<file path="src/hdl/vic_cfg.svh">
// register offsets, field positions, reset values and vectors of the interrupt controller
`ifndef VIC_CFG_SVH
`define VIC_CFG_SVH

// ----------------------------------------------------------------
// register byte offsets
// ----------------------------------------------------------------
`define VIC_OFF_CTRL_ZERO    5'h00
`define VIC_OFF_CTRL_ONE     5'h04
`define VIC_OFF_CTRL_TWO     5'h08
`define VIC_OFF_GROUP0       5'h0C
`define VIC_OFF_GROUP1       5'h10
`define VIC_OFF_GROUP2       5'h14
`define VIC_OFF_EDGE_SEL     5'h18

// ----------------------------------------------------------------
// field positions
// ----------------------------------------------------------------
`define VIC_GIE_BIT          0
`define VIC_FLAG_LSB         4
`define VIC_EN_LSB           0
`define VIC_MF_FLAG_LSB      4
`define VIC_MF_EN_LSB        0
`define VIC_EDGE_LSB         2

// ----------------------------------------------------------------
// reset values
// ----------------------------------------------------------------
`define VIC_RST_BYTE         8'h00
`define VIC_RST_EDGE         2'h0

// ----------------------------------------------------------------
// edge select codes
// ----------------------------------------------------------------
`define VIC_EDGE_OFF         2'h0
`define VIC_EDGE_RISE        2'h1
`define VIC_EDGE_FALL        2'h2
`define VIC_EDGE_BOTH        2'h3

// ----------------------------------------------------------------
// vector addresses, ascending = falling priority
// ----------------------------------------------------------------
`define VIC_VEC_EXT          12'h004
`define VIC_VEC_GRP0         12'h008
`define VIC_VEC_GRP1         12'h00C
`define VIC_VEC_GRP2         12'h010
`define VIC_VEC_TBA          12'h014
`define VIC_VEC_TBB          12'h018
`define VIC_VEC_TWI          12'h01C

`endif

</file>
<file path="src/hdl/vic_pkg.sv">
// types shared by the interrupt controller files
package vic_pkg;

  typedef enum logic [1:0] {
    VIC_ST_IDLE   = 2'b01,
    VIC_ST_VECTOR = 2'b10
  } vic_state_e;

  typedef logic [7:0]  vic_byte_t;
  typedef logic [11:0] vic_addr_t;

endpackage

</file>
<file path="src/hdl/vic_pin_edge.sv">
// external pin synchroniser and edge detector
`timescale 1ns/1ns
`include "vic_cfg.svh"

module vic_pin_edge (
  // clock and reset
  input  wire logic       sys_clk,
  input  wire logic       rst_n,
  // pin and control
  input  wire logic       pin_raw,
  input  wire logic       detect_en,
  input  wire logic [1:0] edge_sel,
  // event
  output logic            edge_evt
);

  logic [2:0] sync;
  logic [2:0] next_sync;
  logic       level;
  logic       next_level;
  logic       next_edge_evt;
  logic       hit;

  always_comb begin
    next_sync = {sync[1:0], pin_raw};
    // a change only counts once the second and third stage agree
    next_level = (sync[1] == sync[2]) ? sync[2] : level;
    unique case (edge_sel)
      `VIC_EDGE_RISE: hit = next_level & ~level;
      `VIC_EDGE_FALL: hit = ~next_level & level;
      `VIC_EDGE_BOTH: hit = next_level ^ level;
      `VIC_EDGE_OFF:  hit = 1'b0;
    endcase
    next_edge_evt = detect_en & hit;
  end

  always_ff @(posedge sys_clk or negedge rst_n) begin
    if (!rst_n) begin
      sync     <= 3'h0;
      level    <= 1'b0;
      edge_evt <= 1'b0;
    end else begin
      sync     <= next_sync;
      level    <= next_level;
      edge_evt <= next_edge_evt;
    end
  end

endmodule // vic_pin_edge

</file>
<file path="src/hdl/vic_top.sv">
// vectored interrupt controller with avalon-mm register slave
`timescale 1ns/1ns
`include "vic_cfg.svh"

module vic_top (
  // clock and reset
  input  wire logic        sys_clk,
  input  wire logic        resetn,
  // avalon-mm slave
  input  wire logic [4:0]  avs_address,
  input  wire logic        avs_read,
  input  wire logic        avs_write,
  input  wire logic [3:0]  avs_byteenable,
  input  wire logic [31:0] avs_writedata,
  output logic [31:0]      avs_readdata,
  output logic             avs_waitrequest,
  // peripheral events, one-cycle pulses
  input  wire logic        timebase_a_evt,
  input  wire logic        timebase_b_evt,
  input  wire logic        twowire_evt,
  input  wire logic        tmr_a_cmpa_evt,
  input  wire logic        tmr_a_cmpp_evt,
  input  wire logic        tmr_b_cmpa_evt,
  input  wire logic        tmr_b_cmpp_evt,
  input  wire logic        eeprom_done_evt,
  input  wire logic        lowvolt_evt,
  // external pin
  input  wire logic        ext_irq_pin,
  input  wire logic        ext_pin_is_input,
  input  wire logic        ext_pin_pullup_sel,
  output logic             ext_pin_pullup_en,
  // core side
  input  wire logic        core_insn_end,
  input  wire logic [11:0] core_next_pc,
  input  wire logic        core_return_from_irq_instr,
  input  wire logic        stack_full,
  output logic             stack_push,
  output logic [11:0]      stack_push_pc,
  output logic             stack_pop,
  output logic             pc_load,
  output logic [11:0]      pc_load_addr,
  output logic             wake_req
);

  // ----------------------------------------------------------------
  // reset release
  // ----------------------------------------------------------------
  logic [1:0] rst_sync;
  logic       rst_n;

  always_ff @(posedge sys_clk or negedge resetn) begin
    if (!resetn) begin
      rst_sync <= 2'h0;
    end else begin
      rst_sync <= {rst_sync[0], 1'b1};
    end
  end

  assign rst_n = rst_sync[1];

  // ----------------------------------------------------------------
  // decode helpers
  // ----------------------------------------------------------------
  // register select, shared by the read and write paths; 7 = unmapped
  function automatic logic [2:0] reg_sel(input logic [4:0] addr);
    unique case (addr)
      `VIC_OFF_CTRL_ZERO: reg_sel = 3'h0;
      `VIC_OFF_CTRL_ONE:  reg_sel = 3'h1;
      `VIC_OFF_CTRL_TWO:  reg_sel = 3'h2;
      `VIC_OFF_GROUP0:    reg_sel = 3'h3;
      `VIC_OFF_GROUP1:    reg_sel = 3'h4;
      `VIC_OFF_GROUP2:    reg_sel = 3'h5;
      `VIC_OFF_EDGE_SEL:  reg_sel = 3'h6;
      default:            reg_sel = 3'h7;
    endcase
  endfunction

  // lowest set index wins; index order follows vector order
  function automatic logic [2:0] first_set(input logic [6:0] req);
    first_set = 3'h0;
    for (int i = 6; i >= 0; i--) begin
      if (req[i]) begin
        first_set = 3'(i);
      end
    end
  endfunction

  function automatic vic_pkg::vic_addr_t vec_of(input logic [2:0] idx);
    unique case (idx)
      3'h0:    vec_of = `VIC_VEC_EXT;
      3'h1:    vec_of = `VIC_VEC_GRP0;
      3'h2:    vec_of = `VIC_VEC_GRP1;
      3'h3:    vec_of = `VIC_VEC_GRP2;
      3'h4:    vec_of = `VIC_VEC_TBA;
      3'h5:    vec_of = `VIC_VEC_TBB;
      default: vec_of = `VIC_VEC_TWI;
    endcase
  endfunction

  // ----------------------------------------------------------------
  // state
  // ----------------------------------------------------------------
  vic_pkg::vic_state_e state;
  vic_pkg::vic_state_e next_state;
  logic                global_irq_en;
  logic                next_global_irq_en;
  // control two: [3] ext pin, [2] time base b, [1] time base a, [0] two-wire
  logic [3:0]          c2_flag;
  logic [3:0]          next_c2_flag;
  logic [3:0]          c2_en;
  logic [3:0]          next_c2_en;
  logic [2:0]          group_req_flags;
  logic [2:0]          next_group_req_flags;
  logic [2:0]          group_en;
  logic [2:0]          next_group_en;
  // members per group: [1] comparator a / eeprom, [0] comparator p / low-voltage
  logic [1:0]          mf_flag [3];
  logic [1:0]          next_mf_flag [3];
  logic [1:0]          mf_en [3];
  logic [1:0]          next_mf_en [3];
  logic [1:0]          mf_evt [3];
  logic [1:0]          edge_select_reg;
  logic [1:0]          next_edge_select_reg;
  logic                next_avs_waitrequest;
  logic [31:0]         next_avs_readdata;
  logic                next_stack_push;
  logic [11:0]         next_stack_push_pc;
  logic                next_pc_load;
  logic [11:0]         next_pc_load_addr;
  logic                next_wake_req;
  logic                ext_edge_evt;

  // ----------------------------------------------------------------
  // external pin edge detection
  // ----------------------------------------------------------------
  vic_pin_edge u_pin_edge (
    .sys_clk   (sys_clk),
    .rst_n     (rst_n),
    .pin_raw   (ext_irq_pin),
    .detect_en (c2_en[3] & ext_pin_is_input),
    .edge_sel  (edge_select_reg),
    .edge_evt  (ext_edge_evt)
  );

  assign mf_evt[0] = {tmr_a_cmpa_evt, tmr_a_cmpp_evt};
  assign mf_evt[1] = {tmr_b_cmpa_evt, tmr_b_cmpp_evt};
  assign mf_evt[2] = {eeprom_done_evt, lowvolt_evt};

  // ----------------------------------------------------------------
  // next-state logic
  // ----------------------------------------------------------------
  always_comb begin
    logic             taken;
    logic [2:0]       sel;
    logic [6:0]       pend;
    logic [2:0]       win;
    logic [7:0]       wd;
    vic_pkg::vic_byte_t rd;
    logic [13:0]      old_all;
    logic [13:0]      new_all;

    taken                = 1'b0;
    sel                  = reg_sel(avs_address);
    pend                 = 7'h00;
    win                  = 3'h0;
    wd                   = avs_writedata[7:0];
    rd                   = `VIC_RST_BYTE;
    old_all              = 14'h0000;
    new_all              = 14'h0000;
    next_state           = state;
    next_global_irq_en   = global_irq_en;
    next_c2_flag         = c2_flag;
    next_c2_en           = c2_en;
    next_group_req_flags = group_req_flags;
    next_group_en        = group_en;
    next_mf_flag         = mf_flag;
    next_mf_en           = mf_en;
    next_edge_select_reg = edge_select_reg;
    next_stack_push      = 1'b0;
    next_stack_push_pc   = stack_push_pc;
    next_pc_load         = 1'b0;
    next_pc_load_addr    = pc_load_addr;
    next_avs_readdata    = avs_readdata;

    // bus: waitrequest drops for exactly one cycle per request
    next_avs_waitrequest = 1'b1;
    if ((avs_read | avs_write) & avs_waitrequest) begin
      next_avs_waitrequest = 1'b0;
      unique case (sel)
        3'h0: rd = {7'h00, global_irq_en};
        3'h1: rd = {1'b0, group_req_flags, 1'b0, group_en};
        3'h2: rd = {c2_flag, c2_en};
        3'h3: rd = {2'b00, mf_flag[0], 2'b00, mf_en[0]};
        3'h4: rd = {2'b00, mf_flag[1], 2'b00, mf_en[1]};
        3'h5: rd = {2'b00, mf_flag[2], 2'b00, mf_en[2]};
        3'h6: rd = {4'h0, edge_select_reg, 2'b00};
        3'h7: rd = `VIC_RST_BYTE;
      endcase
      next_avs_readdata = {24'h000000, rd};
    end

    // software writes take effect on the edge that ends the cycle with waitrequest low
    if (avs_write & ~avs_waitrequest & avs_byteenable[0]) begin
      unique case (sel)
        3'h0: next_global_irq_en = wd[`VIC_GIE_BIT];
        3'h1: begin
          next_group_req_flags = wd[`VIC_FLAG_LSB +: 3];
          next_group_en        = wd[`VIC_EN_LSB +: 3];
        end
        3'h2: begin
          next_c2_flag = wd[`VIC_FLAG_LSB +: 4];
          next_c2_en   = wd[`VIC_EN_LSB +: 4];
        end
        3'h3: begin
          next_mf_flag[0] = wd[`VIC_MF_FLAG_LSB +: 2];
          next_mf_en[0]   = wd[`VIC_MF_EN_LSB +: 2];
        end
        3'h4: begin
          next_mf_flag[1] = wd[`VIC_MF_FLAG_LSB +: 2];
          next_mf_en[1]   = wd[`VIC_MF_EN_LSB +: 2];
        end
        3'h5: begin
          next_mf_flag[2] = wd[`VIC_MF_FLAG_LSB +: 2];
          next_mf_en[2]   = wd[`VIC_MF_EN_LSB +: 2];
        end
        3'h6: next_edge_select_reg = wd[`VIC_EDGE_LSB +: 2];
        3'h7: next_global_irq_en = global_irq_en;
      endcase
    end

    // pending requests, index order = ascending vector
    pend[0] = c2_flag[3] & c2_en[3];
    for (int g = 0; g < 3; g++) begin
      // a group needs its own enable and at least one enabled member
      pend[g + 1] = group_req_flags[g] & group_en[g]
                  & (|(mf_flag[g] & mf_en[g]));
    end
    pend[4] = c2_flag[1] & c2_en[1];
    pend[5] = c2_flag[2] & c2_en[2];
    pend[6] = c2_flag[0] & c2_en[0];
    win     = first_set(pend);

    // take at an instruction boundary only; a full stack holds it pending
    unique case (state)
      vic_pkg::VIC_ST_IDLE: begin
        if (core_insn_end & global_irq_en & ~stack_full & (|pend)) begin
          taken              = 1'b1;
          next_state         = vic_pkg::VIC_ST_VECTOR;
          next_stack_push    = 1'b1;
          next_stack_push_pc = core_next_pc;
          next_pc_load       = 1'b1;
          next_pc_load_addr  = vec_of(win);
          next_global_irq_en = 1'b0;
        end
      end
      // one settling cycle so the cleared global enable is seen
      vic_pkg::VIC_ST_VECTOR: next_state = vic_pkg::VIC_ST_IDLE;
    endcase

    // service clears the winner; group members are left alone
    if (taken) begin
      unique case (win)
        3'h0:    next_c2_flag[3] = 1'b0;
        3'h1:    next_group_req_flags[0] = 1'b0;
        3'h2:    next_group_req_flags[1] = 1'b0;
        3'h3:    next_group_req_flags[2] = 1'b0;
        3'h4:    next_c2_flag[1] = 1'b0;
        3'h5:    next_c2_flag[2] = 1'b0;
        default: next_c2_flag[0] = 1'b0;
      endcase
    end

    // events set flags after any clear, so a set in the clear cycle wins
    next_c2_flag = next_c2_flag
                 | {ext_edge_evt, timebase_b_evt, timebase_a_evt, twowire_evt};
    for (int g = 0; g < 3; g++) begin
      next_mf_flag[g] = next_mf_flag[g] | mf_evt[g];
      if (|(next_mf_flag[g] & ~mf_flag[g])) begin
        next_group_req_flags[g] = 1'b1;
      end
    end

    // wake on any flag going high, whatever the enables
    old_all = {c2_flag, group_req_flags, mf_flag[0], mf_flag[1], mf_flag[2], 1'b0};
    new_all = {next_c2_flag, next_group_req_flags,
               next_mf_flag[0], next_mf_flag[1], next_mf_flag[2], 1'b0};
    next_wake_req = |(new_all & ~old_all);
  end

  // ----------------------------------------------------------------
  // registers
  // ----------------------------------------------------------------
  always_ff @(posedge sys_clk or negedge rst_n) begin
    if (!rst_n) begin
      state             <= vic_pkg::VIC_ST_IDLE;
      global_irq_en     <= 1'b0;
      c2_flag           <= 4'h0;
      c2_en             <= 4'h0;
      group_req_flags   <= 3'h0;
      group_en          <= 3'h0;
      edge_select_reg   <= `VIC_RST_EDGE;
      avs_waitrequest   <= 1'b1;
      avs_readdata      <= 32'h00000000;
      stack_push        <= 1'b0;
      stack_push_pc     <= 12'h000;
      stack_pop         <= 1'b0;
      pc_load           <= 1'b0;
      pc_load_addr      <= 12'h000;
      wake_req          <= 1'b0;
      ext_pin_pullup_en <= 1'b0;
    end else begin
      state             <= next_state;
      global_irq_en     <= next_global_irq_en;
      c2_flag           <= next_c2_flag;
      c2_en             <= next_c2_en;
      group_req_flags   <= next_group_req_flags;
      group_en          <= next_group_en;
      edge_select_reg   <= next_edge_select_reg;
      avs_waitrequest   <= next_avs_waitrequest;
      avs_readdata      <= next_avs_readdata;
      stack_push        <= next_stack_push;
      stack_push_pc     <= next_stack_push_pc;
      stack_pop         <= core_return_from_irq_instr;
      pc_load           <= next_pc_load;
      pc_load_addr      <= next_pc_load_addr;
      wake_req          <= next_wake_req;
      ext_pin_pullup_en <= ext_pin_pullup_sel;
    end
  end

  // group member registers, one copy per group
  generate
    for (genvar g = 0; g < 3; g++) begin : g_group
      always_ff @(posedge sys_clk or negedge rst_n) begin
        if (!rst_n) begin
          mf_flag[g] <= 2'h0;
          mf_en[g]   <= 2'h0;
        end else begin
          mf_flag[g] <= next_mf_flag[g];
          mf_en[g]   <= next_mf_en[g];
        end
      end
    end
  endgenerate

endmodule // vic_top

</file>
<file path="config.mk">
export PLATFORM = sky130hd
export DESIGN_NAME = vic_top
export DESIGN_NICKNAME = d
export VERILOG_FILES = /design/src/hdl/vic_pkg.sv /design/src/hdl/vic_pin_edge.sv /design/src/hdl/vic_top.sv
export VERILOG_INCLUDE_DIRS = /design/src /design/src/hdl
export SDC_FILE = /design/constraint.sdc
export NUM_CORES = 1
export LEC_CHECK = 0
export BUFFER_PORTS_ARGS = -buffer_cell sky130_fd_sc_hd__buf_2
export CAP_MARGIN = 15
export CORE_MARGIN = 2
export CORE_UTILIZATION = 25
export CTS_CLUSTER_SIZE = 16
export DETAILED_ROUTE_END_ITERATION = 16
export HOLD_SLACK_MARGIN = 0.08
export PLACE_DENSITY = 0.56
export SLEW_MARGIN = 40
export SYNTH_ARGS = -nofsm -noshare
export SYNTH_HDL_FRONTEND = slang
export SYNTH_SLANG_ARGS = --single-unit
</file>
<file path="constraint.sdc">
create_clock -name sys_clk -period 4.34 [get_ports sys_clk]
set_input_delay 0.217 -clock sys_clk [delete_from_list [all_inputs] [get_ports sys_clk]]
set_output_delay 0.217 -clock sys_clk [all_outputs]
set_load 0.01 [all_outputs]
</file>
==> Word level (Yosys, flattened, before mapping) <==
Cells that the tools add are included.
W data, S select, Z words.
{ "word_totals": {"reg_bits": 75, "inputBits": 72, "out_inout_bits": 62, "wordCells": 152} }
{ "classes": {"eq_ne": 25, "mux": 41, "bitwise": 41, "n_reduce_logical": 20} }
{ "op_table": {"columns": ["op", "count"], "rows": [
  ["$pmux W8 S8", 1],
  ["$mux W3", 10],
  ["$pmux W5 S6", 1],
  ["$pmux W3 S7", 1],
  ["$and A1 B1 Y1", 20],
  ["$eq A3 B3 Y1 const B", 6],
  ["$mux W1", 18],
  ["$eq A5 B5 Y1 const B", 3],
  ["$and A14 B14 Y14", 1],
  ["$not A14 Y14", 1],
  ["$reduce_and A2 Y1", 7],
  ["$reduce_or A14 Y1", 1],
  ["$and A2 B2 Y2", 6],
  ["$eq A3 B2 Y1 const B", 4],
  ["$mux W4", 3],
  ["$reduce_or A2 Y1", 6],
  ["$eq A5 B4 Y1 const B", 2],
  ["$mux W2", 4],
  ["$reduce_or A7 Y1", 1],
  ["$eq A2 B2 Y1 const B", 3],
  ["$eq A3 B1 Y1 const B", 2],
  ["$logic_not A3 Y1", 2],
  ["$mux W6", 1],
  ["$not A2 Y2", 3],
  ["14 further kinds", 20]
]} }

==> Logic depth before layout (Yosys ltp) <==
{ "logic_depth": {"word_depth": 15, "ltp_mapped": 7, "depth_no_buf": 7} }

==> Cells and area by module <==
From an unflattened synthesis, not the netlist that was laid out.
{ "unflattened": {"hier_cells": 318, "hier_area_um2": 3459.6} }
{ "by_module_without_submodules": {"columns": ["module", "instances", "cells_each", "area_per_inst_um2", "seq_area_each_um2"], "rows": [
  ["vic_top", 1, 305, 3269.4, 1529.0],
  ["vic_pin_edge", 1, 13, 190.2, 125.1]
]} }

==> Worst setup path after synthesis <==
OpenSTA, ideal clock, no wires.
{ "synth_timing": {"path_kind": "reg-to-reg", "startpoint": "register mf_flag[2] (netlist name)", "endpoint": "register stack_push_pc[10]", "setup_ns": 0.125, "arrival_ns": 1.739, "required_ns": 4.215, "setup_slack_ns": 2.476, "stages_incl_launch_ff": 6, "path_buffers": 1, "period_less_slack_ns": 1.864, "path_cell_list": "dfrtp_1 > a22o_4 > o2bb2ai_4 > o311ai_4 > buf_8 > mux2_4"} }
{ "synth_between": {"elab_chain_cells": 6} }
{ "synth_rtl": {"columns": ["element", "line", "rtl"], "rows": [
  ["from (decl)", "vic_top.sv:117", "logic [1:0] mf_flag [3];"],
  ["from (signal, indexed assignment)", "vic_top.sv:339", "mf_flag[g] <= next_mf_flag[g];"],
  ["$and A2 B2 Y2", "vic_top.sv:236", "& (|(mf_flag[g] & mf_en[g]));"],
  ["$reduce_or A2 Y1", "vic_top.sv:236", null],
  ["$and A1 B1 Y1", "vic_top.sv:236", null],
  ["$reduce_or A7 Y1", "vic_top.sv:246", "if (core_insn_end & global_irq_en & ~stack_full & (|pend)) begin"],
  ["$and A1 B1 Y1", "vic_top.sv:246", null],
  ["$reduce_and A2 Y1 (no line)", null, null],
  ["to (signal assigned)", "vic_top.sv:322", "stack_push_pc <= next_stack_push_pc;"],
  ["to (decl)", "vic_top.sv:38", "output logic [11:0] stack_push_pc,"]
]} }
Every way passes these cells.
A chain may end at the register's enable or synchronous reset.

==> Final worst setup path <==
{ "layout_timing": {"startpoint": "register avs_waitrequest", "endpoint": "register wake_req"} }
{ "layout_between": {"elab_chain_cells": 10, "elab_cells_between_ends": 30, "cone_classes": "mux: 15; bitwise: 11; reduce/logical: 4"} }
{ "layout_rtl": {"columns": ["element", "line", "rtl"], "rows": [
  ["from (decl)", "vic_top.sv:16", "output logic avs_waitrequest,"],
  ["from (signal assigned)", "vic_top.sv:319", "avs_waitrequest <= next_avs_waitrequest;"],
  ["$not A1 Y1 *", "vic_top.sv:203", "if (avs_write & ~avs_waitrequest & avs_byteenable[0]) begin"],
  ["$and A1 B1 Y1 * (2 in a row)", "vic_top.sv:203", null],
  ["$mux W6", "vic_top.sv:203", null],
  ["$or A2 B2 Y2", "vic_top.sv:277", "next_mf_flag[g] = next_mf_flag[g] | mf_evt[g];"],
  ["$and A2 B2 Y2", "vic_top.sv:278", "if (|(next_mf_flag[g] & ~mf_flag[g])) begin"],
  ["$reduce_or A2 Y1", "vic_top.sv:278", null],
  ["$mux W1", "vic_top.sv:278", null],
  ["$and A14 B14 Y14 *", "vic_top.sv:287", "next_wake_req = |(new_all & ~old_all);"],
  ["$reduce_or A14 Y1 *", "vic_top.sv:287", null],
  ["net next_wake_req", "vic_top.sv:130", "logic next_wake_req;"],
  ["to (signal assigned)", "vic_top.sv:326", "wake_req <= next_wake_req;"],
  ["to (decl)", "vic_top.sv:42", "output logic wake_req"]
]} }
Mark *: on every way through the listed nets, which the timed path passes. The rest lies on a longest branch.

==> results.cfg <==
[die]
die_w_um = 123.0
ios = 134
core_um2 = 13880
dieArea_um2 = 15130
rows = 43
die_h_um = 123.0
initial_core_util = 0.2551

[clock_network]
cts.sinks = 66
clk_pin_slew_ns = 0.06
cts_tree = yes
clk_latency_ns = 0.34
htree_levels = 3
numCtsBuffers = 9
cts_hold_buf = 4
ctsResizeCount = 0
postCtsSetupBuffers = 0
cts_buffer_depth = 2
root_buffer = clkbuf_16

[timing]
maxSlewViolCount = 0
fin_crit_ns = 2.223
fmax_ghz = 0.4499
relSlewSlack = 0.5142
setup_slack_ns = 2.117
setup_viol = 0
worst_pin_slew_ns = 0.7257
rsz0062_at_grt = false
clock_skew_ns = 0.01013
final_hold_viol_count = 0
finalSetupTns_ns = 0
period_share = 0.5122

[drt]
wl_per_cell_um = 15.72
routed_wl_mm = 9.026
antenna_left = 0
dr.pass1.iters = 4
drtIter0Drc = 132
drc = 0
vias = 2611
avgViaCountPerCell = 4.549

[final_layout]
fin_cells = 574
final_area_um2 = 4339
antenna_cells = 0
area_delta_synth_final_pct = 22.54
top_register = stack_push_pc
drive_gt1_frac = 0.3477
nNetsFinal = 463
top_regs = stack_push_pc x12, avs_readdata x8
final_util = 0.3126
largest_register_ffs = 12

[yosys]
async_reset_ff_frac = 1.000
synth_warnings = 0
syn-instance-count = 309
ys_seq_area_frac = 0.4671
synth.distinct_cells = 59
avgSynthCellArea_um2 = 11.46
synth_edf_count = 0
synth_area_um2 = 3541
synthFlopType = dfrtp_1
ys_seq_elements = 66

[global_route]
grt_first_pass_wirelength_mm = 13.96
grt_usage = 0.1214
overflow = 0
grt_pass1_vias = 2605
antenna_found_initial = 0
grt_start_max_net_pins = 41

[placed_design]
dpl_worst_slack_ns = 2.129
dp_hpwl_mm = 6.758
dpl_cell_area_um2 = 3979
place_inst = 554
io_buffers = 73
gp_congestion = 0.8182

[outcome]
outcome = finished clean

[power]
vdd_drop_max_mv = 0.1731
powerDensity_nw_per_um2 = 391.6
p_leak_nw = 2.223

[critical_path]
r2r_cells = 4
cp-start-kind = flop
crit_slowest_cell = nor4b_4
arrival_ns = 2.39
worstPathMaxFanout = 10
cp-end-kind = flop
max_stage_delay_ns = 0.62
required_ns = 4.51
criticalPathCategory = flop to flop
crit_chain = nor4b_4 > nand4_2 > o2111a_1 > o311ai_0

[hold_path]
hold_class = input port to flop
hold_depth = 2

[run]
max_cap_viol_count = 0
-- kinds of logic after synthesis --
logic type | Yosys count | synth area share
AOI/OAI and AO/OA | 68 | 0.1650
other | 2 | 0.002121
DFF | 66 | 0.4671
buffers and inverters | 61 | 0.1039
and+or+nand+nor | 66 | 0.1102
muxes | 44 | 0.1445
adders and majority gates | 2 | 0.007066
-- cells in the mapped netlist (4+ instances only) --
library cell | n | area, um2
a22o_1 | 8 | 70.07
a22oi_1 | 6 | 45.04
buf_4 | 34 | 255.2
clkbuf_1 | 6 | 22.52
dfrtp_1 | 64 | 1602
inv_1 | 18 | 67.56
mux2_2 | 23 | 259.0
mux2_4 | 6 | 90.09
mux2i_1 | 14 | 140.1
nand2_1 | 15 | 56.30
nand3_1 | 5 | 25.02
nor2_1 | 8 | 30.03
nor2b_1 | 13 | 81.33
nor3_1 | 5 | 25.02
o21ai_0 | 8 | 40.04
o21bai_1 | 4 | 30.03
o221ai_1 | 5 | 43.79
-- final cells by class --
| class | count | area, um2 |
|---|---|---|
| Clock buffer | 10 | 229.0 |
| Clock inverter | 6 | 91.34 |
| Fill cell | 1425 | 9542 |
| Inverter | 18 | 67.56 |
| Multi-Input combinational cell | 214 | 1639 |
| Sequential cell | 66 | 1655 |
| Tap cell | 180 | 225.2 |
| Timing Repair Buffer | 80 | 431.7 |
-- through the flow --
step	hold slack, ns	total power, mW
2_1_floorplan	-0.07859	0.8663
3_3_place_gp	0.002616	0.9149
3_5_place_dp	0.007672	0.9233
4_1_cts	0.08996	1.716
5_1_grt	0.1042	1.773
6_report	0.09298	1.699
-- where the power goes --
part | leakage [nW] | internal (mW) | total, mW | switching [mW]
logic | 1.25 | 0.0931 | 0.215 | 0.122
clock network | 0.157 | 0.505 | 0.784 | 0.279
registers | 0.813 | 0.663 | 0.701 | 0.0379
total | 2.22 | 1.26 | 1.70 | 0.439
-- worst max-delay path: cells and delay by family (launching register included) --
| kind | cells | cell delay, ns |
|---|---|---|
| flops | 1 | 0.39 |
| compound gates | 2 | 0.57 |
| simple gates | 2 | 1.09 |
-- placed cells by master, fill, tap and decap left out, types with 3 or more instances in the layout --
cell type      instances
conb_1                34
o211ai_1               3
a22o_1                 8
o21ai_0                8
o21bai_1               4
a21o_1                 3
nor4_1                 3
dlygate4sd3_1          4
nor2_1                 8
a211o_1                3
a22oi_1                6
mux2i_1               14
nand3_1                5
nand2_1               15
mux2_4                 6
o221ai_1               5
inv_1                 18
dfrtp_1               63
o22ai_1                3
clkbuf_16              9
nor3_1                 5
nor2b_1               13
buf_2                 73
clkinv_4               3
a21oi_1                3
mux2_2                23
-- metal layers --
layer  track usage  wire length (um)
met1        0.1595              4068
met2        0.1910              4205
met3       0.02491               579
met4       0.05824               174
met5             0                 0
-- final timing paths --
check	start	endpoint	slack (ns)
hold / removal	lowvolt_evt	mf_flag[0]	0.09
hold reg to reg	rst_sync[1]	mf_flag[1]	0.27
max in group asynchronous	rst_sync[1]	avs_readdata[0]	3.11
setup / recovery	avs_waitrequest	wake_req	2.12
setup reg to reg	avs_waitrequest	wake_req	2.12
min in group asynchronous	resetn	rst_sync[0]	0.19
No activity file was read; power rests on OpenSTA's default activity.
